$ cat src/rtl/fbmc_pkg.sv
// How it works
// - Erase, program and lock changes need a two-write command sequence.
// - Host reads with select and gate low, strobe high, reset high.
// - Host holds reset/power-down low for the minimum pulse width.
// - Data is not valid until the wake-up interval has passed.
// - Host waits the recovery interval after abort before writing.
// - Flash reset pin follows the processor's own reset.
package fbmc_pkg;

  // Clock and timing
  localparam int unsigned CLK_HZ = 10_000_000;
  localparam int unsigned CLK_PS = 1_000_000_000 / (CLK_HZ / 1000);
  localparam int unsigned PD_PULSE_NS = 100;
  localparam int unsigned WAKE_VALID_NS = 400;
  localparam int unsigned WAKE_WRITE_NS = 1000;
  localparam int unsigned SETUP_NS = 100;
  localparam int unsigned STROBE_NS = 100;
  localparam int unsigned ACCESS_NS = 100;
  // Least times round up to whole cycles
  localparam int unsigned PD_PULSE_CYC = (PD_PULSE_NS * 1000 + CLK_PS - 1)
    / CLK_PS;
  localparam int unsigned WAKE_VALID_CYC = (WAKE_VALID_NS * 1000 + CLK_PS - 1)
    / CLK_PS;
  localparam int unsigned WAKE_WRITE_CYC = (WAKE_WRITE_NS * 1000 + CLK_PS - 1)
    / CLK_PS;
  localparam int unsigned SETUP_CYC = (SETUP_NS * 1000 + CLK_PS - 1) / CLK_PS;
  localparam int unsigned STROBE_CYC = (STROBE_NS * 1000 + CLK_PS - 1)
    / CLK_PS;
  localparam int unsigned ACCESS_CYC = (ACCESS_NS * 1000 + CLK_PS - 1)
    / CLK_PS;
  localparam int unsigned SYNC_CYC = 2; // Depth of the read bus synchroniser
  localparam int CNT_W = 8;

  // Bus widths
  localparam int ADDR_W = 21;
  localparam int DATA_W = 8;

  // Status value expected after power-down exit
  localparam logic [7:0] STATUS_AFTER_PD = 8'h80;
  localparam logic [7:0] CMD_READ_ARRAY = 8'hff;

  // Host request kinds
  typedef enum logic [1:0] {
    FBMC_REQ_READ,
    FBMC_REQ_WRITE,
    FBMC_REQ_POWERDOWN
  } fbmc_req_t;

endpackage

$ cat src/rtl/fbmc_timer.sv
`timescale 1ns/1ps
`default_nettype none
// Loadable down-counter; done is high when it reaches zero
module fbmc_timer #(
  parameter int W = 8
) (
  input wire logic mclk,
  input wire logic nrst,
  input wire logic load,
  input wire logic [W-1:0] value,
  output logic done
);
  logic [W-1:0] cnt_q;

  // Counts down once per cycle, holds at zero
  always_ff @(posedge mclk or negedge nrst) begin
    if (!nrst) begin
      cnt_q <= '0;
    end else if (load) begin
      cnt_q <= value;
    end else if (cnt_q != '0) begin
      cnt_q <= cnt_q - 1'b1;
    end
  end

  assign done = (cnt_q == '0);
endmodule
`default_nettype wire

$ cat src/rtl/fbmc_host.sv
`timescale 1ns/1ps
`default_nettype none
module fbmc_host (
  input wire logic mclk,
  input wire logic nrst,
  // User request side
  input wire logic req_valid,
  input wire fbmc_pkg::fbmc_req_t req_kind,
  input wire logic [fbmc_pkg::ADDR_W-1:0] req_addr,
  input wire logic [fbmc_pkg::DATA_W-1:0] req_wdata,
  output logic req_ready,
  output logic rsp_valid,
  output logic [fbmc_pkg::DATA_W-1:0] rsp_rdata,
  output logic flash_busy,
  output logic status_expected,
  // Flash pins
  output logic chip_sel_n,
  output logic out_gate_n,
  output logic write_strobe_n,
  output logic reset_powerdown_n,
  output logic [fbmc_pkg::ADDR_W-1:0] addr,
  input wire logic [fbmc_pkg::DATA_W-1:0] data_lines_in,
  output logic [fbmc_pkg::DATA_W-1:0] data_lines_out,
  output logic data_lines_oe,
  input wire logic ready_busy_n
);
  import fbmc_pkg::*;

  typedef enum logic [3:0] {
    ST_RESET, ST_WAKE, ST_IDLE, ST_RD_ACCESS, ST_RD_DONE,
    ST_WR_SETUP, ST_WR_STROBE, ST_WR_HOLD, ST_PD_LOW
  } fbmc_state_t;

  fbmc_state_t state_q, state_d;
  logic [ADDR_W-1:0] addr_q, addr_d;
  logic [DATA_W-1:0] wdata_q, wdata_d;
  logic [DATA_W-1:0] rdata_q, rdata_d;
  logic rsp_q, rsp_d;
  logic oe_q, oe_d;
  logic cs_n_q, cs_n_d;
  logic og_n_q, og_n_d;
  logic ws_n_q, ws_n_d;
  logic rstpd_n_q, rstpd_n_d;
  logic stat_q, stat_d;
  logic rb_s1_q, rb_s2_q;
  logic [DATA_W-1:0] dq_s1_q, dq_s2_q;
  logic t_load;
  logic [CNT_W-1:0] t_value;
  logic t_done;
  logic w_load;
  logic w_done;

  //////////////////////////////////////////////////////////////////////////
  // Pin input synchronisers

  // Two flops for the ready/busy level and the read bus
  always_ff @(posedge mclk or negedge nrst) begin
    if (!nrst) begin
      rb_s1_q <= 1'b1;
      rb_s2_q <= 1'b1;
      dq_s1_q <= '0;
      dq_s2_q <= '0;
    end else begin
      rb_s1_q <= ready_busy_n;
      rb_s2_q <= rb_s1_q;
      dq_s1_q <= data_lines_in;
      dq_s2_q <= dq_s1_q;
    end
  end

  //////////////////////////////////////////////////////////////////////////
  // Interval timers

  // Phase timer for pulse widths and access
  fbmc_timer #(.W(CNT_W)) u_phase (
    .mclk(mclk),
    .nrst(nrst),
    .load(t_load),
    .value(t_value),
    .done(t_done)
  );

  // Recovery timer before the next write after wake
  fbmc_timer #(.W(CNT_W)) u_wake_wr (
    .mclk(mclk),
    .nrst(nrst),
    .load(w_load),
    .value(CNT_W'(WAKE_WRITE_CYC)),
    .done(w_done)
  );

  //////////////////////////////////////////////////////////////////////////
  // Sequencer

  wire is_write = req_kind == FBMC_REQ_WRITE;
  // Writes wait for recovery; reads and power-down do not
  wire can_take = (state_q == ST_IDLE) && (!is_write || w_done);
  wire take = req_valid && can_take;

  // Next-state and pin sequencing
  always_comb begin
    state_d = state_q;
    addr_d = addr_q;
    wdata_d = wdata_q;
    rdata_d = rdata_q;
    rsp_d = 1'b0;
    oe_d = oe_q;
    cs_n_d = cs_n_q;
    og_n_d = og_n_q;
    ws_n_d = ws_n_q;
    rstpd_n_d = rstpd_n_q;
    stat_d = stat_q;
    t_load = 1'b0;
    t_value = '0;
    w_load = 1'b0;
    unique case (state_q)
      // Reset pin held low from system reset
      ST_RESET: begin
        if (t_done) begin
          rstpd_n_d = 1'b1;
          t_load = 1'b1;
          t_value = CNT_W'(WAKE_VALID_CYC);
          w_load = 1'b1;
          state_d = ST_WAKE;
        end
      end
      // No read before wake-up time
      ST_WAKE: begin
        if (t_done) begin
          stat_d = 1'b0; // Device back in read array
          state_d = ST_IDLE;
        end
      end
      ST_IDLE: begin
        if (take) begin
          addr_d = req_addr;
          wdata_d = req_wdata;
          unique case (req_kind)
            FBMC_REQ_READ: begin
              cs_n_d = 1'b0;
              og_n_d = 1'b0;
              t_load = 1'b1;
              t_value = CNT_W'(ACCESS_CYC + SYNC_CYC);
              state_d = ST_RD_ACCESS;
            end
            // One request is one bus write; a pair is two requests
            FBMC_REQ_WRITE: begin
              cs_n_d = 1'b0;
              og_n_d = 1'b1; // Gate high so device never drives
              t_load = 1'b1;
              t_value = CNT_W'(SETUP_CYC);
              state_d = ST_WR_SETUP;
            end
            default: begin
              rstpd_n_d = 1'b0; // Deep power-down, aborts any op
              t_load = 1'b1;
              t_value = CNT_W'(PD_PULSE_CYC);
              state_d = ST_PD_LOW;
            end
          endcase
        end
      end
      // Extra two cycles cover the input synchroniser
      ST_RD_ACCESS: begin
        if (t_done) begin
          rdata_d = dq_s2_q;
          state_d = ST_RD_DONE;
        end
      end
      ST_RD_DONE: begin
        cs_n_d = 1'b1;
        og_n_d = 1'b1;
        rsp_d = 1'b1;
        state_d = ST_IDLE;
      end
      ST_WR_SETUP: begin
        if (t_done) begin
          oe_d = 1'b1;
          ws_n_d = 1'b0;
          t_load = 1'b1;
          t_value = CNT_W'(STROBE_CYC);
          state_d = ST_WR_STROBE;
        end
      end
      // Rising strobe edge latches address and data
      ST_WR_STROBE: begin
        if (t_done) begin
          ws_n_d = 1'b1;
          state_d = ST_WR_HOLD;
        end
      end
      ST_WR_HOLD: begin
        oe_d = 1'b0;
        cs_n_d = 1'b1;
        rsp_d = 1'b1;
        // Track read mode: array command clears status mode
        stat_d = wdata_q != CMD_READ_ARRAY;
        state_d = ST_IDLE;
      end
      // Power-down pulse width
      ST_PD_LOW: begin
        if (t_done) begin
          rstpd_n_d = 1'b1;
          t_load = 1'b1;
          t_value = CNT_W'(WAKE_VALID_CYC);
          w_load = 1'b1;
          state_d = ST_WAKE;
        end
      end
      default: state_d = ST_IDLE;
    endcase
  end

  // Sequencer and pin registers
  always_ff @(posedge mclk or negedge nrst) begin
    if (!nrst) begin
      state_q <= ST_RESET;
      addr_q <= '0;
      wdata_q <= '0;
      rdata_q <= '0;
      rsp_q <= 1'b0;
      oe_q <= 1'b0;
      cs_n_q <= 1'b1;
      og_n_q <= 1'b1;
      ws_n_q <= 1'b1;
      rstpd_n_q <= 1'b0;
      stat_q <= 1'b0;
    end else begin
      state_q <= state_d;
      addr_q <= addr_d;
      wdata_q <= wdata_d;
      rdata_q <= rdata_d;
      rsp_q <= rsp_d;
      oe_q <= oe_d;
      cs_n_q <= cs_n_d;
      og_n_q <= og_n_d;
      ws_n_q <= ws_n_d;
      rstpd_n_q <= rstpd_n_d;
      stat_q <= stat_d;
    end
  end

  //////////////////////////////////////////////////////////////////////////
  // Outputs

  // Timers reset to zero, so the reset pin rises one edge after nrst;
  // its low time is the nrst low time plus one cycle
  assign req_ready = can_take;
  assign rsp_valid = rsp_q;
  assign rsp_rdata = rdata_q;
  assign flash_busy = !rb_s2_q;
  assign status_expected = stat_q;
  assign chip_sel_n = cs_n_q;
  assign out_gate_n = og_n_q;
  assign write_strobe_n = ws_n_q;
  assign reset_powerdown_n = rstpd_n_q;
  assign addr = addr_q;
  assign data_lines_out = wdata_q;
  assign data_lines_oe = oe_q;
endmodule
`default_nettype wire

$ cat config.mk
export PLATFORM = sky130hd
export DESIGN_NAME = fbmc_host
export DESIGN_NICKNAME = d
export VERILOG_FILES = /design/src/rtl/fbmc_pkg.sv /design/src/rtl/fbmc_timer.sv /design/src/rtl/fbmc_host.sv
export SDC_FILE = /design/constraint.sdc
export NUM_CORES = 1
export LEC_CHECK = 0
export BUFFER_PORTS_ARGS = -buffer_cell sky130_fd_sc_hd__buf_4
export CAP_MARGIN = 25
export CORE_MARGIN = 2
export CORE_UTILIZATION = 55
export CTS_BUF_LIST = sky130_fd_sc_hd__clkbuf_2 sky130_fd_sc_hd__clkbuf_4 sky130_fd_sc_hd__clkbuf_8
export CTS_CLUSTER_DIAMETER = 100
export CTS_CLUSTER_SIZE = 16
export DETAILED_ROUTE_END_ITERATION = 10
export GPL_TIMING_DRIVEN = 0
export PLACE_DENSITY = 0.9
export SYNTH_ARGS = -nofsm -noshare
export SYNTH_HDL_FRONTEND = slang
export SYNTH_HIERARCHICAL = 1
export SYNTH_SLANG_ARGS = --single-unit
$ cat constraint.sdc
create_clock -name mclk -period 4.05 [get_ports mclk]
set_input_delay 0.81 -clock mclk [delete_from_list [all_inputs] [get_ports mclk]]
set_output_delay 0.81 -clock mclk [all_outputs]
set_load 0.01 [all_outputs]
==> results of run 1 <==
stage by stage:
step	total power (W)	instance area [sq um]	hold WS (ns)	std cells	utilization [%]
6_report	0.003234	4569	0.2316	479	72.79
2_1_floorplan	0.002048	3566	0.3312	297	-
3_5_place_dp	0.002561	4323	0.3347	462	68.87
4_1_cts	0.003235	4542	0.3554	478	72.35
3_3_place_gp	0.002488	4323	0.3315	462	68.87
5_1_grt	0.003424	4569	0.2119	479	72.79
cells by family (layout without fill, tap and decap cells):
family                     after synthesis  after routing  synth area share (%)
and+or+nand+nor                         80             80                 12.81
muxes                                   39             39                 12.46
AOI/OAI and AO/OA                       56             56                 11.01
other                                    2             13                0.2131
xor gates and xnor gates                 3              3                0.7456
adders and majority gates                2              2                0.7099
DFF                                     82             82                 58.40
buffers and inverters                   22            127                 3.656
how the worst min path moves through the flow:
stage                         start                           end  slack (ns)  cells past startpoint
3_3_place_gp   dq_s1_q[3]$_DFF_PN0_          dq_s2_q[3]$_DFF_PN0_        0.33                      0
4_1_cts        dq_s1_q[1]$_DFF_PN0_          dq_s2_q[1]$_DFF_PN0_        0.36                      0
6_report                       nrst  u_phase/cnt_q[4]$_DFFE_PN0P_        0.23                      1
2_1_floorplan  dq_s1_q[0]$_DFF_PN0_          dq_s2_q[0]$_DFF_PN0_        0.33                      0
3_5_place_dp   dq_s1_q[1]$_DFF_PN0_          dq_s2_q[1]$_DFF_PN0_        0.33                      0
5_1_grt                        nrst  u_phase/cnt_q[6]$_DFFE_PN0P_        0.21                      1
final cells by class:
cell class / instances / area, sq um
inverters: 9 / 33.78
repair buffers: 89 / 688.2
clock buffers: 9 / 123.9
fillers: 393 / 1708
flip-flops and latches: 82 / 2058
well taps: 77 / 96.34
plain buffers: 13 / 95.09
clock inverters: 7 / 95.09
multi-input cells: 193 / 1379
sequential cells by signal (all words and copies together), names as in the netlist:
register,count
rb_s1_q,1
u_wake_wr/cnt_q,8
write_strobe_n,1
state_q,4
status_expected,1
u_phase/cnt_q,8
reset_powerdown_n,1
dq_s2_q,8
chip_sel_n,1
rsp_valid,1
addr,21
out_gate_n,1
data_lines_oe,1
rsp_rdata,8
dq_s1_q,8
rb_s2_q,1
data_lines_out,8
cells in the final DEF, fill, tap and decap left out, types with 3 or more instances in the layout:
master | Yosys | layout
sky130_fd_sc_hd__conb_1 | 2 | 13
sky130_fd_sc_hd__mux2_2 | 38 | 38
sky130_fd_sc_hd__dfstp_2 | 5 | 5
sky130_fd_sc_hd__buf_4 | 0 | 88
sky130_fd_sc_hd__or4_1 | 3 | 3
sky130_fd_sc_hd__a221oi_1 | 3 | 3
sky130_fd_sc_hd__inv_1 | 9 | 9
sky130_fd_sc_hd__dfrtp_1 | 77 | 77
sky130_fd_sc_hd__clkbuf_1 | 4 | 4
sky130_fd_sc_hd__clkbuf_8 | 0 | 9
sky130_fd_sc_hd__a21oi_1 | 7 | 7
sky130_fd_sc_hd__nor3_1 | 9 | 9
sky130_fd_sc_hd__a31oi_1 | 8 | 8
sky130_fd_sc_hd__nand2b_1 | 4 | 4
sky130_fd_sc_hd__nand4_1 | 5 | 5
sky130_fd_sc_hd__o31ai_1 | 8 | 8
sky130_fd_sc_hd__inv_6 | 0 | 3
sky130_fd_sc_hd__nor2b_1 | 7 | 7
sky130_fd_sc_hd__nor2_1 | 16 | 16
sky130_fd_sc_hd__nor3b_1 | 4 | 4
sky130_fd_sc_hd__xnor2_1 | 3 | 3
sky130_fd_sc_hd__o21ai_0 | 12 | 12
sky130_fd_sc_hd__buf_6 | 5 | 5
sky130_fd_sc_hd__nor4_1 | 3 | 3
sky130_fd_sc_hd__nand2_1 | 13 | 13
report_power, final:
part | switching (W) | leakage, nW | internal (W)
registers | 0.000241 | 0.996 | 0.00111
logic | 0.000572 | 1.03 | 0.000653
clock network | 0.000349 | 0.111 | 0.000305
total | 0.00116 | 2.13 | 0.00207
worst max-delay path, stage by stage, from the launching register on:
cell and delay, ns:
sky130_fd_sc_hd__dfrtp_1 0.44, sky130_fd_sc_hd__inv_1 0.10, sky130_fd_sc_hd__ha_1 0.23, sky130_fd_sc_hd__or3b_1 0.36, sky130_fd_sc_hd__clkbuf_2 0.16, sky130_fd_sc_hd__nor2_1 0.26, sky130_fd_sc_hd__clkbuf_1 0.35, sky130_fd_sc_hd__nor3b_1 0.27
sky130_fd_sc_hd__nor2b_1 0.51, sky130_fd_sc_hd__inv_1 0.17, sky130_fd_sc_hd__clkbuf_1 0.26, sky130_fd_sc_hd__a221oi_1 0.30
metal layers:
metal	share of wire [%]	GRT usage [%]	vias to the layer above
met5	0	0	-
met4	1.4	6.598	0
met2	53	41.49	108
met3	6.3	8.408	14
met1	39	27.82	1314
li1	-	-	1245
==> results, run 1 <==
- The first routing iteration left 170 violations.
- The count of unique library cells instantiated by Yosys is 54.
- After synthesis, the mean cell area works out to 12.32 sq um.
- The portion of the clock cycle consumed by the worst path in the final layout is 86.64%.
- The peak ir drop on the vdd network is 0.4797 mV.
- The number of warnings issued by yosys is 6.
- The average wire per standard cell is 16.90 um.
- No sink is reached through more buffers than the 2 on the longest clock path.
- Setup slack on the worst reg-to-reg path comes out at 0.54 ns.
- The fmax is 285.0 MHz.
- The final weighted congestion in routability-driven placement is 0.8918.
- The height of the die is 84.05 um.
- Setup slack closes at 0.5411 ns.
- Across every metal layer, demand over resource in global routing totals 23.82%.
- The portion of synthesized cell area occupied by the leading cell type is 54.67%.
- The total iterations of the first detailed-routing run is 5.
- Buffers inserted during clock tree synthesis total 9.
- After global routing the overflow that remains totals 0.
- The detailed placer's ending HPWL is 5265 um.
- The total negative setup slack is 0 ns.
- In this run the critical register-to-register path is launched from u_phase/cnt_q[0]$_DFFE_PN0P_.
- After synthesis the netlist holds a flip-flop and latch count of 82.
- In this run, post-CTS repair resized a total of 0 instances.
- The first-pass GRT wire length is 13030 um.
- In this run, synthesis inferred 0 flip-flops with an integrated enable.
- The power per cell area is 707.8 nW/um^2.
- The count of final hold-check violations came to 0.
- Setup repair after global routing left no endpoint under its margin.
- The tightest min-delay check is of the in -> async type.
- In this run the critical register-to-register path is captured at u_wake_wr/cnt_q[5]$_DFFE_PN0P_.
- The total vias in the final route is 2681.
- Hold repair after CTS inserted 0 buffers.
- STA puts the critical path data arrival time at 3.77 ns.
- In this run the remaining antenna-violating nets after routing total 0.
- Along the worst path, the maximum fanout reaches 10.
- The share of the Yosys chip area taken by registers is 58.40%.
- The number of global-route vias before repair is 2714.
- The end point of the critical path is u_wake_wr/cnt_q[5]$_DFFE_PN0P_.
- The area of the mapped netlist is 3525 sq um.
- The CTS sink count is 82.
- In the post-synthesis netlist, the cell with the most instances is sky130_fd_sc_hd__dfrtp_1.
- The total wirelength of the detailed-routed design is 8095 um.
- The transition at the pin with the smallest max-transition slack is 0.6751 ns.
- The synthesized instance count is 286.
- The buffer cell driving the clock tree root is sky130_fd_sc_hd__clkbuf_8.
- The tool flagged a number of max-cap violations equal to 0.
- The commonest cells after synthesis are sky130_fd_sc_hd__dfrtp_1, sky130_fd_sc_hd__mux2_2, sky130_fd_sc_hd__nor2_1.
- Setup violations remaining at the end of the flow were counted as 0.
- The I/O pin count is 89.
- The mean number of vias per cell is 5.597.
- The share of flip-flops with an asynchronous set or reset after synthesis is 100.0%.
- The flip-flop cell with the highest count after synthesis is sky130_fd_sc_hd__dfrtp_1.
- For this design the static power due to leakage is 2.135 nW.
- In this run the worst setup path begins at u_phase/cnt_q[0]$_DFFE_PN0P_.
- The largest net degree at the start of global routing is 83.
- Sorting the synthesized cells by area gives the leading types as sky130_fd_sc_hd__dfrtp_1, sky130_fd_sc_hd__mux2_2, sky130_fd_sc_hd__dfstp_2, sky130_fd_sc_hd__o21ai_0, sky130_fd_sc_hd__nor2_1.
- The floorplan step defined a core boundary enclosing 6277 sq um.
- The clock slew seen by the registers of the worst setup and hold paths is 0.10 ns.
- The worst relative slew slack is 54.65%.
- The overall die width is 84.05 um.
- The worst setup path is launched from a flip-flop.
- The number of port buffers is 88.
- The H-tree generated during clock tree synthesis spans 3 levels.
- For the final database, setup skew stands at 0.009543 ns.
- The number of setup buffers added after CTS is 0.
- The setup path with the least slack is of type reg -> reg.
- The run finished with clean final reports.
- The pre-CTS worst setup slack is 0.6768 ns.
- The required time of the critical path is 4.31 ns.
- The site row count is 29.
- The fraction of layout cells with a size suffix above 1 is 40.55%.
- The post-synthesis cell type with the largest combined area is sky130_fd_sc_hd__dfrtp_1.
- The total count of max-transition violations in the final report is 0.
- From synthesis to final layout, the design area changed by 29.64%.
- The category of the worst setup path capture point is a flip-flop.
- The floorplan step defined a die boundary enclosing 7064 sq um.
- The starting density of the core is 56.15%.
- The number of DRC violations after detailed routing is 0.
- The number of antenna violations at the first check in global routing is 0.
- TritonCTS built the clock tree.
- For the worst-skew pair, the clock arrives at the later sink with an insertion delay of 0.37 ns.
- The repair_antennas step left the layout with diodes totalling 0.
- The final net count is 442.
- The number of cells on the worst reg-to-reg path is 11.
- The post-layout minimum cycle time is 3.509 ns.
(Power assumes the default switching activity.)
==> run 2: changes to the inputs <==
RECOVER_POWER = 50   (was unset)
TNS_END_PERCENT = 50   (was unset)
==> results, run 2 (synthesized netlist as in run 1, its figures left out) <==
- The post-cts hold buffer count is 0 (unchanged).
- The startpoint of the lowest-slack register-to-register path is u_phase/cnt_q[0]$_DFFE_PN0P_ (unchanged).
- The total negative setup slack came to 0 ns (unchanged).
- The final reports fail on capacitance limit, slew limit.
- The number of DRC markers in iteration 0 is 165 (was 170).
- The maximum fanout encountered on the critical timing path is 10 (unchanged).
- The number of cells on the worst reg-to-reg path is 11 (unchanged).
- The kind of critical path is reg -> reg (unchanged).
- Most frequent cells in the layout: sky130_fd_sc_hd__dfrtp_1, sky130_fd_sc_hd__buf_4, sky130_fd_sc_hd__mux2_2, sky130_fd_sc_hd__nor2_1 (was sky130_fd_sc_hd__buf_4, sky130_fd_sc_hd__dfrtp_1, sky130_fd_sc_hd__mux2_2, sky130_fd_sc_hd__nor2_1).
- The die area came to 7064 sq um (unchanged).
- The area of the multi-input gates is 1379 sq um (unchanged).
- The final net count was 442 (unchanged).
- The signed area change from the synthesized netlist to the final layout is 28.43% (was 29.64%).
- The worst hold slack was 0.2531 ns (was 0.2316 ns).
- The number of antenna repair diodes is 0 (unchanged).
- The endpoint of the worst-slack reg-to-reg timing path is u_wake_wr/cnt_q[5]$_DFFE_PN0P_ (unchanged).
- The number of global-route vias before repair is 2714 (unchanged).
- The first element of the critical path is u_phase/cnt_q[0]$_DFFE_PN0P_ (unchanged).
- The number of flip-flops under the largest register name is 21 (unchanged).
- The element type at the critical path start is a flip-flop (unchanged).
- The average wire per standard cell is 16.73 um (was 16.90 um).
- The height of the die is 84.05 um (unchanged).
- The maximum buffer depth of the clock tree is 2 (unchanged).
- The buffer cell driving the clock tree root is sky130_fd_sc_hd__clkbuf_8 (unchanged).
- The path type of the worst min-delay path is in -> async (unchanged).
- The first-pass GRT wire length is 13030 um (unchanged).
- The site row count was 29 (unchanged).
- The number of port buffers was 88 (unchanged).
- The required time of the critical path is 4.32 ns (was 4.31 ns).
- The fill cell total of the finished layout was 399 (was 393).
- The CTS sink count came to 82 (unchanged).
- The post-CTS setup buffer count is 0 (unchanged).
- The total iterations of the first detailed-routing run is 5 (unchanged).
- The arrival time at the worst endpoint came to 3.76 ns (was 3.77 ns).
- The clock slew seen by the registers of the worst setup and hold paths is 0.10 ns (about the same).
- The power consumption is 0.003211 W (was 0.003234 W).
- The power per cell area was 709.4 nW/um^2 (was 707.8 nW/um^2).
- The fmax was 286.4 MHz (was 285.0 MHz).
- The standard cell area after detailed placement is 4323 sq um (unchanged).
- The starting density of the core was 56.15% (unchanged).
- The remaining antenna violation count came to 0 (unchanged).
- The total count of max-transition violations in the final report is 79 (was 0).
- The total clock buffers created by CTS was 9 (unchanged).
- The max-cap check violation count was 1 (was 0).
- The final cell utilization of the core is 72.11% (was 72.79%).
- The portion of the clock cycle consumed by the worst path in the final layout is 86.21% (was 86.64%).
- The maximum clock skew at final layout came to 0.008811 ns (was 0.009543 ns).
- The fraction of layout cells with a size suffix above 1 is 39.05% (was 40.55%).
- The number of DRC violations after detailed routing is 0 (unchanged).
- The largest net degree at the start of global routing came to 83 (unchanged).
- The post-layout minimum cycle time came to 3.492 ns (was 3.509 ns).
- The clock network latency to the later pin of the worst-skew pair is 0.37 ns (about the same).
- The total wirelength of the detailed-routed design is 8012 um (was 8095 um).
- The aggregate global routing overflow is 0 (unchanged).
- The cell area after layout is 4527 sq um (was 4569 sq um).
- The detailed placer's ending HPWL is 5265 um (unchanged).
- The post-cts repair resize count was 0 (unchanged).
- The overall die width was 84.05 um (unchanged).
- The total vias in the final route was 2681 (unchanged).
- The transition at the pin with the smallest max-transition slack is 1.828 ns (was 0.6751 ns).
- The leakage power total is 2.101 nW (was 2.135 nW).
- The number of antenna violations at the first check in global routing is 0 (unchanged).
- The category of the worst setup path capture point was a flip-flop (unchanged).
- The count of final hold-check violations is 0 (unchanged).
- The peak ir drop on the vdd network is 0.4753 mV (was 0.4797 mV).
- The TritonCTS clock tree is built (unchanged).
- The mean number of vias per cell is 5.597 (unchanged).
- The global router's overall resource usage is 23.82% (unchanged).
- The I/O pin count came to 89 (unchanged).
- The core area is 6277 sq um (unchanged).
- Setup repair after global routing missed its margin: no (unchanged).
- The worst relative slew slack was -21.86% (was 54.65%).
- The sequential cell area came to 2058 sq um (unchanged).
- The most common cell after layout, fill and taps aside is sky130_fd_sc_hd__dfrtp_1 (was sky130_fd_sc_hd__buf_4).
- The total of endpoints with negative setup slack in the final report is 0 (unchanged).
- Run status: finished, violations left (was finished, final reports clean).
- The minimum setup slack among reg-to-reg paths came to 0.56 ns (was 0.54 ns).
- The final weighted congestion in routability-driven placement is 0.8918 (unchanged).
- The number of H-tree branching levels is 3 (unchanged).
- The end point of the critical path is u_wake_wr/cnt_q[5]$_DFFE_PN0P_ (unchanged).
[run 2: cell types whose count changed in the layout (fill, tap and decap cells not counted)]
cell / change
sky130_fd_sc_hd__buf_4: -14
sky130_fd_sc_hd__clkbuf_4: +9
sky130_fd_sc_hd__clkbuf_1: +6
sky130_fd_sc_hd__buf_16: -1
sky130_fd_sc_hd__buf_2: -1
sky130_fd_sc_hd__clkbuf_2: +1
[run 2: worst min path at each step]
| stage | to | start |
|---|---|---|
| floorplan | dq_s2_q[0]$_DFF_PN0_ | dq_s1_q[0]$_DFF_PN0_ |
| global placement | dq_s2_q[3]$_DFF_PN0_ | dq_s1_q[3]$_DFF_PN0_ |
| detailed placement | dq_s2_q[1]$_DFF_PN0_ | dq_s1_q[1]$_DFF_PN0_ |
| CTS | dq_s2_q[1]$_DFF_PN0_ | dq_s1_q[1]$_DFF_PN0_ |
| global route | u_phase/cnt_q[6]$_DFFE_PN0P_ | nrst |
| finish | u_phase/cnt_q[6]$_DFFE_PN0P_ | nrst |
[run 2: cell type report]
| class | count | share of cell area (%) |
|---|---|---|
| inverters | 9 | 0.7463 |
| well taps | 77 | 2.128 |
| clock inverters | 7 | 2.101 |
| clock buffers | 9 | 2.736 |
| flip-flops and latches | 82 | 45.47 |
| repair buffers | 89 | 14.29 |
| plain buffers | 13 | 2.073 |
| multi-input cells | 193 | 30.46 |
[run 2: worst max-delay path, cell delays in order, from the launching register on]
cell,delay (ns)
sky130_fd_sc_hd__dfrtp_1,0.43
sky130_fd_sc_hd__inv_1,0.10
sky130_fd_sc_hd__ha_1,0.23
sky130_fd_sc_hd__or3b_1,0.36
sky130_fd_sc_hd__clkbuf_2,0.16
sky130_fd_sc_hd__nor2_1,0.27
sky130_fd_sc_hd__clkbuf_1,0.34
sky130_fd_sc_hd__nor3b_1,0.27
sky130_fd_sc_hd__nor2b_1,0.51
sky130_fd_sc_hd__inv_1,0.17
sky130_fd_sc_hd__clkbuf_1,0.25
sky130_fd_sc_hd__a221oi_1,0.29
[run 2: layer usage]
layer	vias to the layer above	track usage, %	wire length [um]
li1	1246	-	-
met5	-	0	0
met4	0	6.598	157
met3	20	8.408	474
met2	111	41.49	4236
met1	1304	27.82	3143
[run 2: power by group]
group | internal, W | switching (W) | leakage [nW]
Clock | 0.000305 | 0.000348 | 0.111
Sequential | 0.00111 | 0.000238 | 0.996
Combinational | 0.000636 | 0.000571 | 0.994
Total | 0.00205 | 0.00116 | 2.10
[run 2: through the flow]
step	setup WS [ns]	cells
after floorplan	1.203	297
after global placement	0.7356	462
after detailed placement	0.6768	462
after CTS	0.5589	478
after global routing	0.2524	479
final	0.5584	479
